===== src/mdb_map.svh =====
// Offsets, field positions, reset values and address constants of the memory decoder.
`ifndef MDB_MAP_SVH
`define MDB_MAP_SVH

`define MDB_OFS_FW_EN1        8'h00
`define MDB_OFS_FW_EN2        8'h04
`define MDB_OFS_CTRL          8'h08
`define MDB_OFS_LAN_BASE      8'h0c
`define MDB_OFS_BR_BASE       8'h10
`define MDB_OFS_BR_LIMIT      8'h14
`define MDB_OFS_SWAP          8'h18
`define MDB_OFS_STATUS        8'h1c
`define MDB_OFS_LAST_ADDR     8'h20

`define MDB_RST_FW_EN1        8'hff
`define MDB_RST_FW_EN2        4'hf
`define MDB_RST_SUB_EN        1'b0
`define MDB_RST_LAN_EN        1'b0
`define MDB_RST_LAN_BASE      20'h00000
`define MDB_RST_BR_BASE       12'hfff
`define MDB_RST_BR_LIMIT      12'h000

`define MDB_BIT_LEGACY        7
`define MDB_IDX_ALWAYS        7
`define MDB_BIT_SUB_EN        0
`define MDB_BIT_LAN_EN        0
`define MDB_BIT_SWAP          0
`define MDB_BIT_FORCED        1
`define MDB_BIT_A16           16

`define MDB_LOW_MAIN_END      32'h000d_ffff
`define MDB_HIGH_MAIN_BASE    32'h0010_0000
`define MDB_LEGACY_TAG        15'h0007
`define MDB_APIC_BASE         32'hfec0_0000
`define MDB_APIC_END          32'hfec0_0100
`define MDB_FW_TOP_TAG        9'h1ff
`define MDB_FW_LOW_TAG        9'h1fe
`define MDB_SWAP_TAG          15'h7fff

`endif


===== src/mdb_pkg.sv =====
// Types shared by the memory decoder modules.
package mdb_pkg;

  typedef enum logic [2:0] {
    MDB_TGT_MAIN     = 3'b000,
    MDB_TGT_FIRMWARE = 3'b001,
    MDB_TGT_APIC     = 3'b010,
    MDB_TGT_LAN      = 3'b011,
    MDB_TGT_PCI      = 3'b100,
    MDB_TGT_HUB      = 3'b101,
    MDB_TGT_PEER     = 3'b110
  } mdb_target_t;

  typedef struct packed {
    logic [7:0]  fw_en1;
    logic [3:0]  fw_en2;
    logic        sub_en;
    logic        lan_en;
    logic [19:0] lan_base;
    logic [11:0] br_base;
    logic [11:0] br_limit;
    logic        ph_valid;
    logic        ph_write;
    logic [7:0]  ph_addr;
    logic [31:0] hrdata;
    logic        strap_s1;
    logic        strap_s2;
    logic        strap_s3;
    logic        forced;
    logic        captured;
    logic [1:0]  fill;
  } mdb_top_t;

  typedef struct packed {
    logic swap;
  } mdb_swap_t;

  typedef struct packed {
    logic        valid;
    mdb_target_t target;
    logic [31:0] addr;
    logic        pci_first;
    logic        swapped;
  } mdb_dec_t;

endpackage


===== src/mdb_if.sv =====
// Carriers between the decoder top and its swap keeper and route decoder.
`timescale 1ns/100ps

interface mdb_swap_if;
  logic ce;
  logic wr;
  logic wdata;
  logic forced;
  logic swap;
  modport ctrl (output ce, output wr, output wdata, output forced, input swap);
  modport keep (input ce, input wr, input wdata, input forced, output swap);
endinterface

interface mdb_dec_if;
  import mdb_pkg::*;
  logic        ce;
  logic        req_valid;
  logic [31:0] req_addr;
  logic        req_from_master;
  logic        req_unclaimed;
  logic [7:0]  fw_en1;
  logic [3:0]  fw_en2;
  logic        sub_en;
  logic        lan_en;
  logic [19:0] lan_base;
  logic [11:0] br_base;
  logic [11:0] br_limit;
  logic [31:0] mem_limit;
  logic        swap;
  mdb_dec_t    rsp;
  modport ctrl (output ce, output req_valid, output req_addr, output req_from_master,
                output req_unclaimed, output fw_en1, output fw_en2, output sub_en,
                output lan_en, output lan_base, output br_base, output br_limit,
                output mem_limit, output swap, input rsp);
  modport dec (input ce, input req_valid, input req_addr, input req_from_master,
               input req_unclaimed, input fw_en1, input fw_en2, input sub_en,
               input lan_en, input lan_base, input br_base, input br_limit,
               input mem_limit, input swap, output rsp);
endinterface


===== src/mdb_swap_keep.sv =====
// Battery-well keeper of the boot-block swap bit.
`timescale 1ns/100ps

module mdb_swap_keep
  import mdb_pkg::*;
(
  input  wire logic clk,          // System clock.
  input  wire logic rtc_rst_n,    // Battery-well reset, active low.
  mdb_swap_if.keep  sw            // Write and strap side.
);

  mdb_swap_t st;
  mdb_swap_t next_st;

  always_comb begin
    next_st = st;
    if (sw.wr) begin
      next_st.swap = sw.wdata;
    end
    if (sw.forced) begin
      next_st.swap = 1'b1;
    end
  end

  // Only the battery-well reset clears the bit; the bus reset never reaches it.
  always_ff @(posedge clk or negedge rtc_rst_n) begin
    if (!rtc_rst_n) begin
      st <= '0;
    end else if (sw.ce) begin
      st <= next_st;
    end
  end

  assign sw.swap = st.swap;

endmodule


===== src/mdb_route_dec.sv =====
// Address decoder that picks the target of each memory cycle.
`timescale 1ns/100ps
`include "mdb_map.svh"

module mdb_route_dec
  import mdb_pkg::*;
(
  input  wire logic clk,          // System clock.
  input  wire logic rst,          // Bus reset, active high.
  mdb_dec_if.dec    d             // Request, settings and answer.
);

  mdb_dec_t    st;
  mdb_dec_t    next_st;
  logic [31:0] a;
  logic [7:0]  hit1;
  logic [3:0]  hit2;
  logic        legacy;
  logic        fw;
  logic        bios;
  logic        swap_apply;
  logic        apic;
  logic        mainm;
  logic        lan;
  logic        bridge;

  assign a = d.req_addr;

  genvar gi;
  generate
    for (gi = 0; gi < 8; gi++) begin : g_fw
      if (gi == `MDB_IDX_ALWAYS) begin : g_top
        assign hit1[gi] = (a[31:23] == `MDB_FW_TOP_TAG) && (a[21:19] == 3'(gi));
      end else begin : g_en1
        assign hit1[gi] = (a[31:23] == `MDB_FW_TOP_TAG) && (a[21:19] == 3'(gi))
                          && d.fw_en1[gi];
      end
      if (gi < 4) begin : g_en2
        assign hit2[gi] = (a[31:23] == `MDB_FW_LOW_TAG) && (a[21:20] == 2'(gi))
                          && d.fw_en2[gi];
      end
    end
  endgenerate

  assign legacy     = (a[31:17] == `MDB_LEGACY_TAG) && d.fw_en1[`MDB_BIT_LEGACY];
  assign fw         = legacy || (|hit1) || (|hit2);
  // Upper alias of each pair is boot space, lower alias is feature space.
  assign bios       = ((a[31:23] == `MDB_FW_TOP_TAG) || (a[31:23] == `MDB_FW_LOW_TAG))
                      && a[22];
  assign swap_apply = d.swap && fw && bios && (a[31:17] == `MDB_SWAP_TAG);
  assign apic       = (a >= `MDB_APIC_BASE) && (a <= `MDB_APIC_END);
  assign mainm      = (a <= `MDB_LOW_MAIN_END)
                      || ((a >= `MDB_HIGH_MAIN_BASE) && (a < d.mem_limit));
  assign lan        = d.lan_en && (a[31:12] == d.lan_base);
  assign bridge     = (a[31:20] >= d.br_base) && (a[31:20] <= d.br_limit);

  always_comb begin
    next_st       = st;
    next_st.valid = 1'b0;
    if (d.req_valid) begin
      next_st.valid     = 1'b1;
      next_st.addr      = a ^ (32'(swap_apply) << `MDB_BIT_A16);
      next_st.swapped   = swap_apply;
      next_st.pci_first = !d.req_from_master;
      if (d.req_from_master) begin
        if (bridge) begin
          next_st.target = MDB_TGT_PEER;
        end else if (apic) begin
          next_st.target = MDB_TGT_APIC;
        end else if (fw) begin
          next_st.target = MDB_TGT_FIRMWARE;
        end else begin
          next_st.target = MDB_TGT_HUB;
        end
      end else begin
        if (apic) begin
          next_st.target = MDB_TGT_APIC;
        end else if (fw) begin
          next_st.target = MDB_TGT_FIRMWARE;
        end else if (lan) begin
          next_st.target = MDB_TGT_LAN;
        end else if (mainm) begin
          next_st.target = MDB_TGT_MAIN;
        end else if (d.req_unclaimed && d.sub_en) begin
          next_st.target = MDB_TGT_FIRMWARE;
        end else begin
          next_st.target = MDB_TGT_PCI;
        end
      end
    end
  end

  always_ff @(posedge clk or posedge rst) begin
    if (rst) begin
      st <= '{valid: 1'b0, target: MDB_TGT_PCI, addr: 32'h0000_0000,
              pci_first: 1'b0, swapped: 1'b0};
    end else if (d.ce) begin
      st <= next_st;
    end
  end

  assign d.rsp = st;

endmodule


===== src/mdb_top.sv =====
// Memory-cycle decoder with firmware enables, boot-block swap and AHB-Lite registers.
//
// Behaviour
// - Hub cycles go onto PCI first; the device then claims firmware, APIC or LAN ones.
// - With subtractive decode on, an unclaimed hub cycle goes to the firmware bus.
// - Master cycles are positively decoded; the bridge window is left to peers.
// - Master cycles missing the bridge window, APIC and firmware ranges are sent up the hub.
// - Zero to 000D_FFFF and 1 MB up to the memory limit are main memory.
// - Segments E and F go to firmware only while enable bit 7 is set.
// - FEC0_0000 through FEC0_0100 belong to the internal I/O APIC.
// - First enable bits 0 to 6 each gate one 512 KB range pair.
// - The top 512 KB pair always goes to firmware.
// - Second enable bits 0 to 3 each gate one 1 MB range pair.
// - A LAN window anywhere in 4 GB, enabled by its base; all else goes to PCI.
// - With swap set, A16 is inverted for firmware boot space from FFFE_0000 up; else unchanged.
// - Swap bit clears on the battery-well reset only, not on bus reset.
// - Swap bit lives in the battery-backed well.
// - A strap forces swap on; software cannot clear it until reboot without strap.
// - Inversion touches boot space only, never feature space.
// - Addresses below FFFE_0000 are never swapped.
//
// Local design decisions: the address map and the AHB-Lite interface to the registers.
`timescale 1ns/100ps
`include "mdb_map.svh"

module mdb_top
  import mdb_pkg::*;
(
  input  wire logic        CLK_SYS,              // System clock, 10 MHz.
  input  wire logic        RST,                  // Bus reset, active high, asynchronous.
  input  wire logic        CE,                   // Clock enable; low freezes all state.
  input  wire logic        RTC_WELL_RESET_N,     // Battery-well reset, active low.
  input  wire logic        STRAP_SWAP,           // Strap pin forcing swap mode.
  input  wire logic [31:0] TOP_OF_MEMORY_LIMIT,  // Main memory limit from host controller.
  input  wire logic        REQ_VALID,            // Memory cycle to decode.
  input  wire logic [31:0] REQ_ADDR,             // Cycle address.
  input  wire logic        REQ_FROM_MASTER,      // Cycle from an external PCI master.
  input  wire logic        REQ_UNCLAIMED,        // Hub cycle that went unclaimed on PCI.
  input  wire logic        HSEL,                 // AHB slave select.
  input  wire logic [31:0] HADDR,                // AHB address.
  input  wire logic [1:0]  HTRANS,               // AHB transfer type.
  input  wire logic        HWRITE,               // AHB write.
  input  wire logic [2:0]  HSIZE,                // AHB size, word only.
  input  wire logic [31:0] HWDATA,               // AHB write data.
  input  wire logic        HREADY,               // AHB bus ready.
  output      logic        HREADYOUT,            // AHB slave ready.
  output      logic        HRESP,                // AHB response, always OKAY.
  output      logic [31:0] HRDATA,               // AHB read data.
  output      logic        ROUTE_VALID,          // Decode result pulse.
  output      logic [2:0]  ROUTE_TARGET,         // Chosen target.
  output      logic [31:0] ROUTE_ADDR,           // Address after swap.
  output      logic        ROUTE_PCI_FIRST,      // Cycle is driven on PCI before claim.
  output      logic        SWAP_ACTIVE           // Swap bit state.
);

  mdb_top_t   st;
  mdb_top_t   next_st;
  mdb_swap_if sw ();
  mdb_dec_if  dq ();
  logic       wr_fire;
  logic       wr_swap;
  logic       swap_view;

  ////////////////////////////////////////////////////////////////////////////////
  // Submodules.

  mdb_swap_keep u_swap (
    .clk       (CLK_SYS),
    .rtc_rst_n (RTC_WELL_RESET_N),
    .sw        (sw.keep)
  );

  mdb_route_dec u_dec (
    .clk (CLK_SYS),
    .rst (RST),
    .d   (dq.dec)
  );

  assign wr_fire  = st.ph_valid && st.ph_write;
  assign wr_swap  = wr_fire && (st.ph_addr == `MDB_OFS_SWAP);

  assign sw.ce     = CE;
  assign sw.wr     = wr_swap;
  assign sw.wdata  = HWDATA[`MDB_BIT_SWAP];
  assign sw.forced = st.forced;

  // Read data of the swap register follows a write landing in the same cycle.
  assign swap_view = wr_swap ? (HWDATA[`MDB_BIT_SWAP] || st.forced) : sw.swap;

  assign dq.ce              = CE;
  assign dq.req_valid       = REQ_VALID;
  assign dq.req_addr        = REQ_ADDR;
  assign dq.req_from_master = REQ_FROM_MASTER;
  assign dq.req_unclaimed   = REQ_UNCLAIMED;
  assign dq.fw_en1          = st.fw_en1;
  assign dq.fw_en2          = st.fw_en2;
  assign dq.sub_en          = st.sub_en;
  assign dq.lan_en          = st.lan_en;
  assign dq.lan_base        = st.lan_base;
  assign dq.br_base         = st.br_base;
  assign dq.br_limit        = st.br_limit;
  assign dq.mem_limit       = TOP_OF_MEMORY_LIMIT;
  assign dq.swap            = sw.swap;

  ////////////////////////////////////////////////////////////////////////////////
  // Register file and strap capture.

  always_comb begin
    next_st = st;

    // Strap is caught once after bus reset, when the last two stages agree.
    // The fill count keeps the reset contents of the stages from being caught.
    next_st.strap_s1 = STRAP_SWAP;
    next_st.strap_s2 = st.strap_s1;
    next_st.strap_s3 = st.strap_s2;
    if (st.fill != 2'd3) begin
      next_st.fill = st.fill + 2'd1;
    end
    if (!st.captured && (st.fill == 2'd3) && (st.strap_s2 == st.strap_s3)) begin
      next_st.forced   = st.strap_s3;
      next_st.captured = 1'b1;
    end

    if (wr_fire) begin
      if (st.ph_addr == `MDB_OFS_FW_EN1) begin
        next_st.fw_en1 = HWDATA[7:0];
      end else if (st.ph_addr == `MDB_OFS_FW_EN2) begin
        next_st.fw_en2 = HWDATA[3:0];
      end else if (st.ph_addr == `MDB_OFS_CTRL) begin
        next_st.sub_en = HWDATA[`MDB_BIT_SUB_EN];
      end else if (st.ph_addr == `MDB_OFS_LAN_BASE) begin
        next_st.lan_base = HWDATA[31:12];
        next_st.lan_en   = HWDATA[`MDB_BIT_LAN_EN];
      end else if (st.ph_addr == `MDB_OFS_BR_BASE) begin
        next_st.br_base = HWDATA[31:20];
      end else if (st.ph_addr == `MDB_OFS_BR_LIMIT) begin
        next_st.br_limit = HWDATA[31:20];
      end
    end

    next_st.ph_valid = 1'b0;
    if (HREADY) begin
      next_st.ph_valid = HSEL && HTRANS[1];
      next_st.ph_write = HWRITE;
      next_st.ph_addr  = HADDR[7:0];
      if (HSEL && HTRANS[1] && !HWRITE) begin
        if (HADDR[7:0] == `MDB_OFS_FW_EN1) begin
          next_st.hrdata = {24'h000000, next_st.fw_en1};
        end else if (HADDR[7:0] == `MDB_OFS_FW_EN2) begin
          next_st.hrdata = {28'h0000000, next_st.fw_en2};
        end else if (HADDR[7:0] == `MDB_OFS_CTRL) begin
          next_st.hrdata = {31'h00000000, next_st.sub_en};
        end else if (HADDR[7:0] == `MDB_OFS_LAN_BASE) begin
          next_st.hrdata = {next_st.lan_base, 11'h000, next_st.lan_en};
        end else if (HADDR[7:0] == `MDB_OFS_BR_BASE) begin
          next_st.hrdata = {next_st.br_base, 20'h00000};
        end else if (HADDR[7:0] == `MDB_OFS_BR_LIMIT) begin
          next_st.hrdata = {next_st.br_limit, 20'h00000};
        end else if (HADDR[7:0] == `MDB_OFS_SWAP) begin
          next_st.hrdata = {30'h00000000, st.forced, swap_view};
        end else if (HADDR[7:0] == `MDB_OFS_STATUS) begin
          next_st.hrdata = {27'h0000000, dq.rsp.swapped, dq.rsp.pci_first, dq.rsp.target};
        end else if (HADDR[7:0] == `MDB_OFS_LAST_ADDR) begin
          next_st.hrdata = dq.rsp.addr;
        end else begin
          next_st.hrdata = 32'h0000_0000;
        end
      end
    end
  end

  always_ff @(posedge CLK_SYS or posedge RST) begin
    if (RST) begin
      st <= '{fw_en1: `MDB_RST_FW_EN1, fw_en2: `MDB_RST_FW_EN2, sub_en: `MDB_RST_SUB_EN,
              lan_en: `MDB_RST_LAN_EN, lan_base: `MDB_RST_LAN_BASE,
              br_base: `MDB_RST_BR_BASE, br_limit: `MDB_RST_BR_LIMIT,
              ph_valid: 1'b0, ph_write: 1'b0, ph_addr: 8'h00, hrdata: 32'h0000_0000,
              strap_s1: 1'b0, strap_s2: 1'b0, strap_s3: 1'b0,
              forced: 1'b0, captured: 1'b0, fill: 2'b00};
    end else if (CE) begin
      st <= next_st;
    end
  end

  ////////////////////////////////////////////////////////////////////////////////
  // Outputs.

  assign HREADYOUT       = 1'b1;
  assign HRESP           = 1'b0;
  assign HRDATA          = st.hrdata;
  assign ROUTE_VALID     = dq.rsp.valid;
  assign ROUTE_TARGET    = dq.rsp.target;
  assign ROUTE_ADDR      = dq.rsp.addr;
  assign ROUTE_PCI_FIRST = dq.rsp.pci_first;
  assign SWAP_ACTIVE     = sw.swap;

endmodule


===== config.mk =====
export PLATFORM = sky130hd
export DESIGN_NAME = mdb_top
export DESIGN_NICKNAME = d
export VERILOG_FILES = /design/src/mdb_pkg.sv /design/src/mdb_if.sv /design/src/mdb_swap_keep.sv /design/src/mdb_route_dec.sv /design/src/mdb_top.sv
export VERILOG_INCLUDE_DIRS = /design/src
export SDC_FILE = /design/constraint.sdc
export NUM_CORES = 1
export LEC_CHECK = 0
export BUFFER_PORTS_ARGS = -buffer_cell sky130_fd_sc_hd__buf_2
export CAP_MARGIN = 20
export CORE_MARGIN = 5
export CORE_UTILIZATION = 50
export DETAILED_ROUTE_END_ITERATION = 7
export GPL_TIMING_DRIVEN = 1
export HOLD_SLACK_MARGIN = 0.15
export PLACE_DENSITY_LB_ADDON = 0.15
export SLEW_MARGIN = 10
export SYNTH_ARGS = -nofsm -noshare
export SYNTH_HDL_FRONTEND = slang
export SYNTH_SLANG_ARGS = --single-unit

===== constraint.sdc =====
create_clock -name CLK_SYS -period 5.6 [get_ports CLK_SYS]
set_input_delay 0.28 -clock CLK_SYS [delete_from_list [all_inputs] [get_ports CLK_SYS]]
set_output_delay 0.28 -clock CLK_SYS [all_outputs]
set_load 0.02 [all_outputs]

==> impl_metrics.csv, run 1 <==
group,metric,value,unit
status,status,"finished clean",
floorplanning,start_util,0.510,
sta,worst_slew_pin_slew,1020,ps
job,cap_violations,0,
floorplanning,pin_count,216,
logic_synthesis,syn_avg_cell_area,10.2,sq um
place,place_area,9750,sq um
global_route,grt_util_all_layers,0.245,
global_route,grt_pass1_vias,7410,
min_path,hold_path.class,"input port to register",
cts,cts_hold_buf,41,
detailed_routing,antenna_left,0,
global_route,grt_max_degree,96,
detailed_routing,dr.pass1.iters,5,
critical_path,slowest_stage,"nand3_1",
critical_path,setup.worst_path.class,"input port to register",
cts,cts_made_buffers,17,
global_route,grt_pass1_wl,41.6,mm
finish,finalNetCount,1246,
sta,setup_slack,2740,ps
floorplanning,die_h,146,um
critical_path,critPathCaptureType,"register",
place,dp.cells,1215,
critical_path,startpoint,"HADDR[6]",
place,io_buffers,181,
place,dp_worst_setup_slack,2420,ps
finish,instances_no_fill,1289,
logic_synthesis,synth_fa_ha_area_frac,0.0762,
logic_synthesis,yosysSeqAreaShare,0.401,
logic_synthesis,synth_top_area_cell,"dfrtp_1",
logic_synthesis,muxShareOfSynthArea,0.180,
sta,period_needed,2860,ps
sta,slew_viol_final,0,
logic_synthesis,synth.ff_latch_count,146,
detailed_routing,via_per_inst,5.64,
sta,skew,8.57,ps
critical_path,crit_path_start_kind,"input port",
logic_synthesis,synth_cell_types,68,
logic_synthesis,yosysTopAreaCellShare,0.329,
cts,clk_path_buf_depth,2,
logic_synthesis,ys_async_sr_fraction,1.00,
power_and_ir_drop,fin_total_pwr,2.96,mW
logic_synthesis,synth_top_flop_cell,"dfrtp_1",
cts,cts.htree.levels,4,
critical_path,crit_cells,8,
logic_synthesis,yosysWarnings,0,
sta,setup_viol,0,
place,hpwl,18.2,mm
critical_path,cp_max_fo,19,
global_route,overflow,0,
sta,rsz0062_at_grt,"no",
detailed_routing,vias,7266,
finish,drive_gt1_frac,0.314,
logic_synthesis,synthesis.area,9200,sq um
sta,max-slew-margin-rel,0.320,
critical_path,r2r_start,"st[44]",
detailed_routing,drcViolationCount,0,
place,gp_congestion,0.872,
power_and_ir_drop,p_per_area,274,nW/um^2
detailed_routing,drt_iter0_drc,357,
power_and_ir_drop,vdd_drop_max,233,uV
cts,ctsRootBufferMaster,"clkbuf_16",
cts,cts.clk_slew.worst_paths,60,ps
cts,clkLatencyLatePin,420,ps
logic_synthesis,synth.net_count,1106,
sta,max_freq,350,MHz
global_route,antenna_found_initial,2,
floorplanning,die_area,21200,sq um
critical_path,cp.arrival,3170,ps
logic_synthesis,synth_top_family_by_area,"multiplexers",
sta,finalHoldViolations,0,
critical_path,reg2reg_depth,7,
critical_path,crit_path_max_incr_delay,780,ps
floorplanning,placementRows,49,
logic_synthesis,synth_xor_area_frac,0.0219,
finish,area_growth,17.4,%
critical_path,crit_end,"HRDATA[26]",
logic_synthesis,synth_compound_area_frac,0.113,
power_and_ir_drop,p_leak,5.45,nW
critical_path,worstPathBufferInverterCount,2,
critical_path,cp_cell_sequence,"dlygate4sd3_1 > buf_2 > nor4_1 > nand2b_1 > nor2_1 > nand3_1 > o21ai_0 > o21ai_1",
critical_path,timing.rr.end,"HRDATA[20]",
floorplanning,chipWidth,146,um
logic_synthesis,yosys.area_share.simple,0.106,
logic_synthesis,synth_cells,906,
critical_path,required,5910,ps
floorplanning,coreArea,18000,sq um
detailed_routing,drt-total-wl,26.0,mm
sta,setup_tns,0,ps
cts,cts_resized,0,
cts,cts_sinks,146,
finish,fin_area,10800,sq um
detailed_routing,wl_per_cell,20.2,um
logic_synthesis,synth-edff-count,0,
cts,cts_tree,"built",
logic_synthesis,synth_area_leaders,"dfrtp_1 33%, mux2_2 9.3%, ha_1 7.6%",
critical_path,reg2reg_slack,2810,ps
sta,period_share,0.510,
cts,post-cts-setup-buffers,0,
critical_path,path_delay_family,"simple AND/OR/NAND/NOR gates",
logic make-up after synthesis:
group	Yosys count
other cells	2
buf+inv	170
compound gates	165
flops	146
simple gates	193
xor+xnor	23
mux	151
fa+ha+maj	56
through the flow:
stage,hold slack [ps],util
after floorplan,-15.6,-
after global placement,56.5,0.541
after detailed placement,57.2,0.541
after CTS,151,0.599
after global routing,157,0.599
final,166,0.599
worst register-to-register path, cell delays in order (launching register included):
cell and delay [ps]:
dfrtp_1 380, or3_1 420, nor2_2 200, nand3_1 680, mux2i_1 420, o22ai_1 130, a211oi_1 330, o21ai_1 110
report_power, final:
group / leakage [nW] / internal (mW) / total (mW) / switching [mW]
Clock: 0.304 / 0.774 / 1.24 / 0.465
Combinational: 3.32 / 0.214 / 0.493 / 0.280
Sequential: 1.83 / 1.16 / 1.23 / 0.0712
Total: 5.45 / 2.15 / 2.96 / 0.816
layout by cell type, fill, tap and decap left out, drive strengths merged, types with 3 or more instances in the layout:
cell type / Yosys / final
nor2b: 7 / 7
nand3: 17 / 17
o211ai: 3 / 3
nor4: 9 / 9
a22o: 10 / 10
xor2: 11 / 11
a21o: 4 / 4
a221oi: 4 / 4
o22ai: 15 / 15
mux2i: 51 / 51
nor3: 7 / 7
or3: 4 / 4
dlygate4sd3: 0 / 41
a2111oi: 3 / 3
dfrtp: 121 / 121
o21ai: 56 / 56
and3: 6 / 6
xnor2: 12 / 12
ha: 56 / 56
clkinv: 0 / 3
nor2: 40 / 40
nand2b: 3 / 3
o22a: 3 / 3
and2: 4 / 4
nand4: 18 / 18
buf: 80 / 188
nand2: 64 / 64
dfstp: 25 / 25
nand3b: 3 / 3
bufinv: 0 / 4
a211oi: 14 / 14
clkbuf: 28 / 21
a21oi: 39 / 39
mux2: 98 / 98
inv: 62 / 64
worst min-delay path by stage:
stage	startpoint	end	cells past startpoint
final	HTRANS[1]	st[48]	3
after global placement	RTC_WELL_RESET_N	u_swap.sw.swap	1
after detailed placement	RTC_WELL_RESET_N	u_swap.sw.swap	1
after CTS	HWDATA[22]	dq.br_limit[2]	2
after floorplan	RTC_WELL_RESET_N	u_swap.sw.swap	0
after global routing	HWDATA[22]	dq.br_limit[2]	2
per-layer routing:
| layer | wire length, um | vias up | track usage | part of all wire |
|---|---|---|---|---|
| li1 | - | 3432 | - | - |
| met1 | 11800 | 3550 | 0.335 | 0.45 |
| met2 | 12000 | 245 | 0.382 | 0.46 |
| met3 | 1660 | 37 | 0.0645 | 0.064 |
| met4 | 579 | 2 | 0.0779 | 0.022 |
| met5 | 12 | - | 0 | 0.00046 |
state kept, by name, summed over array words and instances (netlist names):
signal,count
dq.fw_en1,8
u_dec.d.rsp,38
HRDATA,32
u_swap.sw.swap,1
dq.fw_en2,4
dq.lan_en,1
dq.br_base,12
sw.forced,1
dq.sub_en,1
st,14
dq.br_limit,12
dq.lan_base,20
next_st,2
cell usage after synthesis, drive strengths merged (18+ instances only):
library cell and instances:
nor2 40, mux2 98, mux2i 51, nand2 64, ha 56, nand4 18, a21oi 39, inv 62
dfstp 25, buf 80, dfrtp 121, o21ai 56, clkbuf 28
cell type report:
class / instances / area [sq um]
clock buffer: 21 / 460
tap: 229 / 287
antenna: 1 / 2.50
sequential: 146 / 3680
inverter: 62 / 238
clock inverter: 11 / 175
fill: 1601 / 7220
timing repair buffer: 229 / 1370
multi-input combinational: 590 / 4590
(Power assumes the default switching activity.)
==> run 2: changes to the inputs <==
==> constraint.sdc (replaced) <==
create_clock -name CLK_SYS -period 2.6 [get_ports CLK_SYS]
set_input_delay 0.13 -clock CLK_SYS [delete_from_list [all_inputs] [get_ports CLK_SYS]]
set_output_delay 0.13 -clock CLK_SYS [all_outputs]
set_load 0.02 [all_outputs]
==> run 2 against run 1 <==
Compared with the run above: design area grew 3.6%; register-to-register slack worse by 2500 ps; count of clock-buffer cells in the layout down 1; critical endpoint is now u_dec.d.rsp[34]; combinational power is 130% higher; worst setup slack worse by 2600 ps; final cell count increased by 3.5%; flip-flop and latch count unchanged; clock power increased by 100%; sequential power increased by 120%; power up 110%; largest cell class unchanged; critical path type unchanged; highest routed layer is now met4; core utilization is 2.2 points higher; die area is the same.
==> impl_metrics.csv, run 2 (synthesis results as in run 1) <==
group,metric,value,unit
floorplanning,coreArea,18000,sq um
cts,clkLatencyLatePin,430,ps
min_path,hp-start,"REQ_ADDR[20]",
sta,period_share,0.941,
global_route,met1_usage,0.359,
detailed_routing,drcViolationCount,0,
place,io_buffers,181,
detailed_routing,via_per_inst,5.50,
place,gp_congestion,0.888,
global_route,busiest_layer,"met2",
finish,layout_commonest_cell,"buf_2",
global_route,antenna_found_initial,1,
critical_path,required,2950,ps
power_and_ir_drop,fin_total_pwr,6.28,mW
global_route,grt_pass1_wl,42.8,mm
detailed_routing,wl_per_cell,19.7,um
detailed_routing,drt-total-wl,26.3,mm
status,status,"finished clean",
sta,slew_viol_final,0,
floorplanning,die_h,146,um
cts,cts_made_buffers,17,
critical_path,path_delay_family,"simple AND/OR/NAND/NOR gates",
critical_path,crit_path_max_incr_delay,540,ps
sta,worst_slew_pin_slew,794,ps
global_route,overflow,0,
cts,cts.clk_slew.worst_paths,60,ps
critical_path,cp.arrival,2790,ps
finish,instances_no_fill,1334,
critical_path,r2r_start,"st[44]",
critical_path,critPathCaptureType,"register",
cts,cts_sinks,146,
global_route,grt_use_met2,0.400,
floorplanning,start_util,0.510,
floorplanning,die_area,21200,sq um
cts,ctsRootBufferMaster,"clkbuf_16",
sta,period_needed,2450,ps
cts,clk_path_buf_depth,2,
place,dp.cells,1232,
sta,skew,9.75,ps
finish,largest_reg_flops,38,
finish,nFillCells,1549,
sta,setup_viol,0,
global_route,grt_util_all_layers,0.251,
floorplanning,chipWidth,146,um
global_route,met3_usage,0.0461,
finish,area_growth,21.7,%
global_route,grt_max_degree,69,
power_and_ir_drop,vdd_drop_max,470,uV
finish,drive_gt1_frac,0.317,
critical_path,worstPathBufferInverterCount,2,
place,hpwl,19.1,mm
detailed_routing,drt_iter0_drc,441,
sta,setup_tns,0,ps
sta,setup_slack,153,ps
finish,final_cell_mix,"181 x buf_2, 121 x dfrtp_1, 76 x mux2_2",
power_and_ir_drop,p_leak,5.64,nW
sta,finalHoldViolations,0,
power_and_ir_drop,p_per_area,561,nW/um^2
detailed_routing,vias,7336,
place,dp_worst_setup_slack,211,ps
sta,hold_ws,168,ps
min_path,hold_path.class,"input port to register",
detailed_routing,dr.pass1.iters,5,
global_route,grt_pass1_vias,7569,
floorplanning,placementRows,49,
critical_path,crit_path_start_kind,"input port",
critical_path,cp_cell_sequence,"dlygate4sd3_1 > buf_2 > ha_1 > nand4_2 > nor3_4 > or4b_1 > a311oi_2 > nor2_1 > o311a_1 > o21ai_2",
detailed_routing,antenna_left,0,
job,cap_violations,0,
critical_path,startpoint,"REQ_ADDR[14]",
floorplanning,pin_count,216,
sta,max_freq,409,MHz
critical_path,slowest_stage,"dlygate4sd3_1",
cts,cts.htree.levels,4,
sta,rsz0062_at_grt,"no",
finish,finalNetCount,1292,
critical_path,setup.worst_path.class,"input port to register",
critical_path,cp_max_fo,4,
sta,max-slew-margin-rel,0.471,
cts,cts_tree,"built",
==> run 2: cell count changes in the layout (fill, tap and decap cells not counted), sizes merged <==
cell and change:
dlygate4sd3 +29, buf +17, bufinv -2, clkinv +2, clkbuf -1, clkinvlp +1
inv -1
==> run 2: cell type report <==
| class | instances | area [sq um] | share of cell area |
|---|---|---|---|
| Antenna cell | 1 | 2.50 | 0.000224 |
| Inverter | 62 | 236 | 0.0211 |
| Tap cell | 229 | 287 | 0.0256 |
| Sequential cell | 146 | 3680 | 0.329 |
| Clock buffer | 20 | 467 | 0.0417 |
| Multi-Input combinational cell | 590 | 4590 | 0.410 |
| Clock inverter | 11 | 129 | 0.0115 |
| Timing Repair Buffer | 275 | 1800 | 0.161 |
==> run 2: timing repair <==
item / CTS / global route
setup buffers: 0 / 0
setup endpoints to repair: 0 / 1
endpoints found under the hold margin: 130 / 0
hold buffers: 70 / 0
resized for setup: 0 / 1
==> run 2: power breakdown <==
group | internal [mW] | leakage, nW | switching, mW
clock | 1.49 | 0.289 | 1.02
sequential | 2.50 | 1.83 | 0.158
combinational | 0.500 | 3.52 | 0.610
==> run 2: path summary, 6_finish.rpt <==
kind	slack, ps	cells past startpoint	endpoint
max	150	10	u_dec.d.rsp[34]
min	170	3	u_dec.d.rsp[22]
max reg2reg	290	8	HRDATA[26]
min reg2reg	460	2	HRDATA[8]
max in group asynchronous	1550	4	dq.fw_en1[1]
min in group asynchronous	270	3	u_dec.d.rsp[10]
==> run 2: per-layer routing <==
metal | share of wire | wire length [um]
met5 | 0 | 0
met2 | 0.47 | 12400
met4 | 0.011 | 299
met1 | 0.47 | 12300
met3 | 0.049 | 1290
==> run 2: worst register-to-register path, cell delays in order, from the launching register on <==
cell and delay, ps:
dfrtp_1 380, or3_1 410, nor2_2 230, nand3_1 120
buf_4 240, mux2i_1 240, o22ai_1 130, a211oi_1 290
o21ai_1 130
==> run 2: stage by stage <==
stage / area (sq um) / utilization
CTS: 11200 / 0.621
detailed placement: 9890 / 0.549
floorplan: 9200 / -
global placement: 9890 / 0.549
finish: 11200 / 0.621
global route: 11200 / 0.621
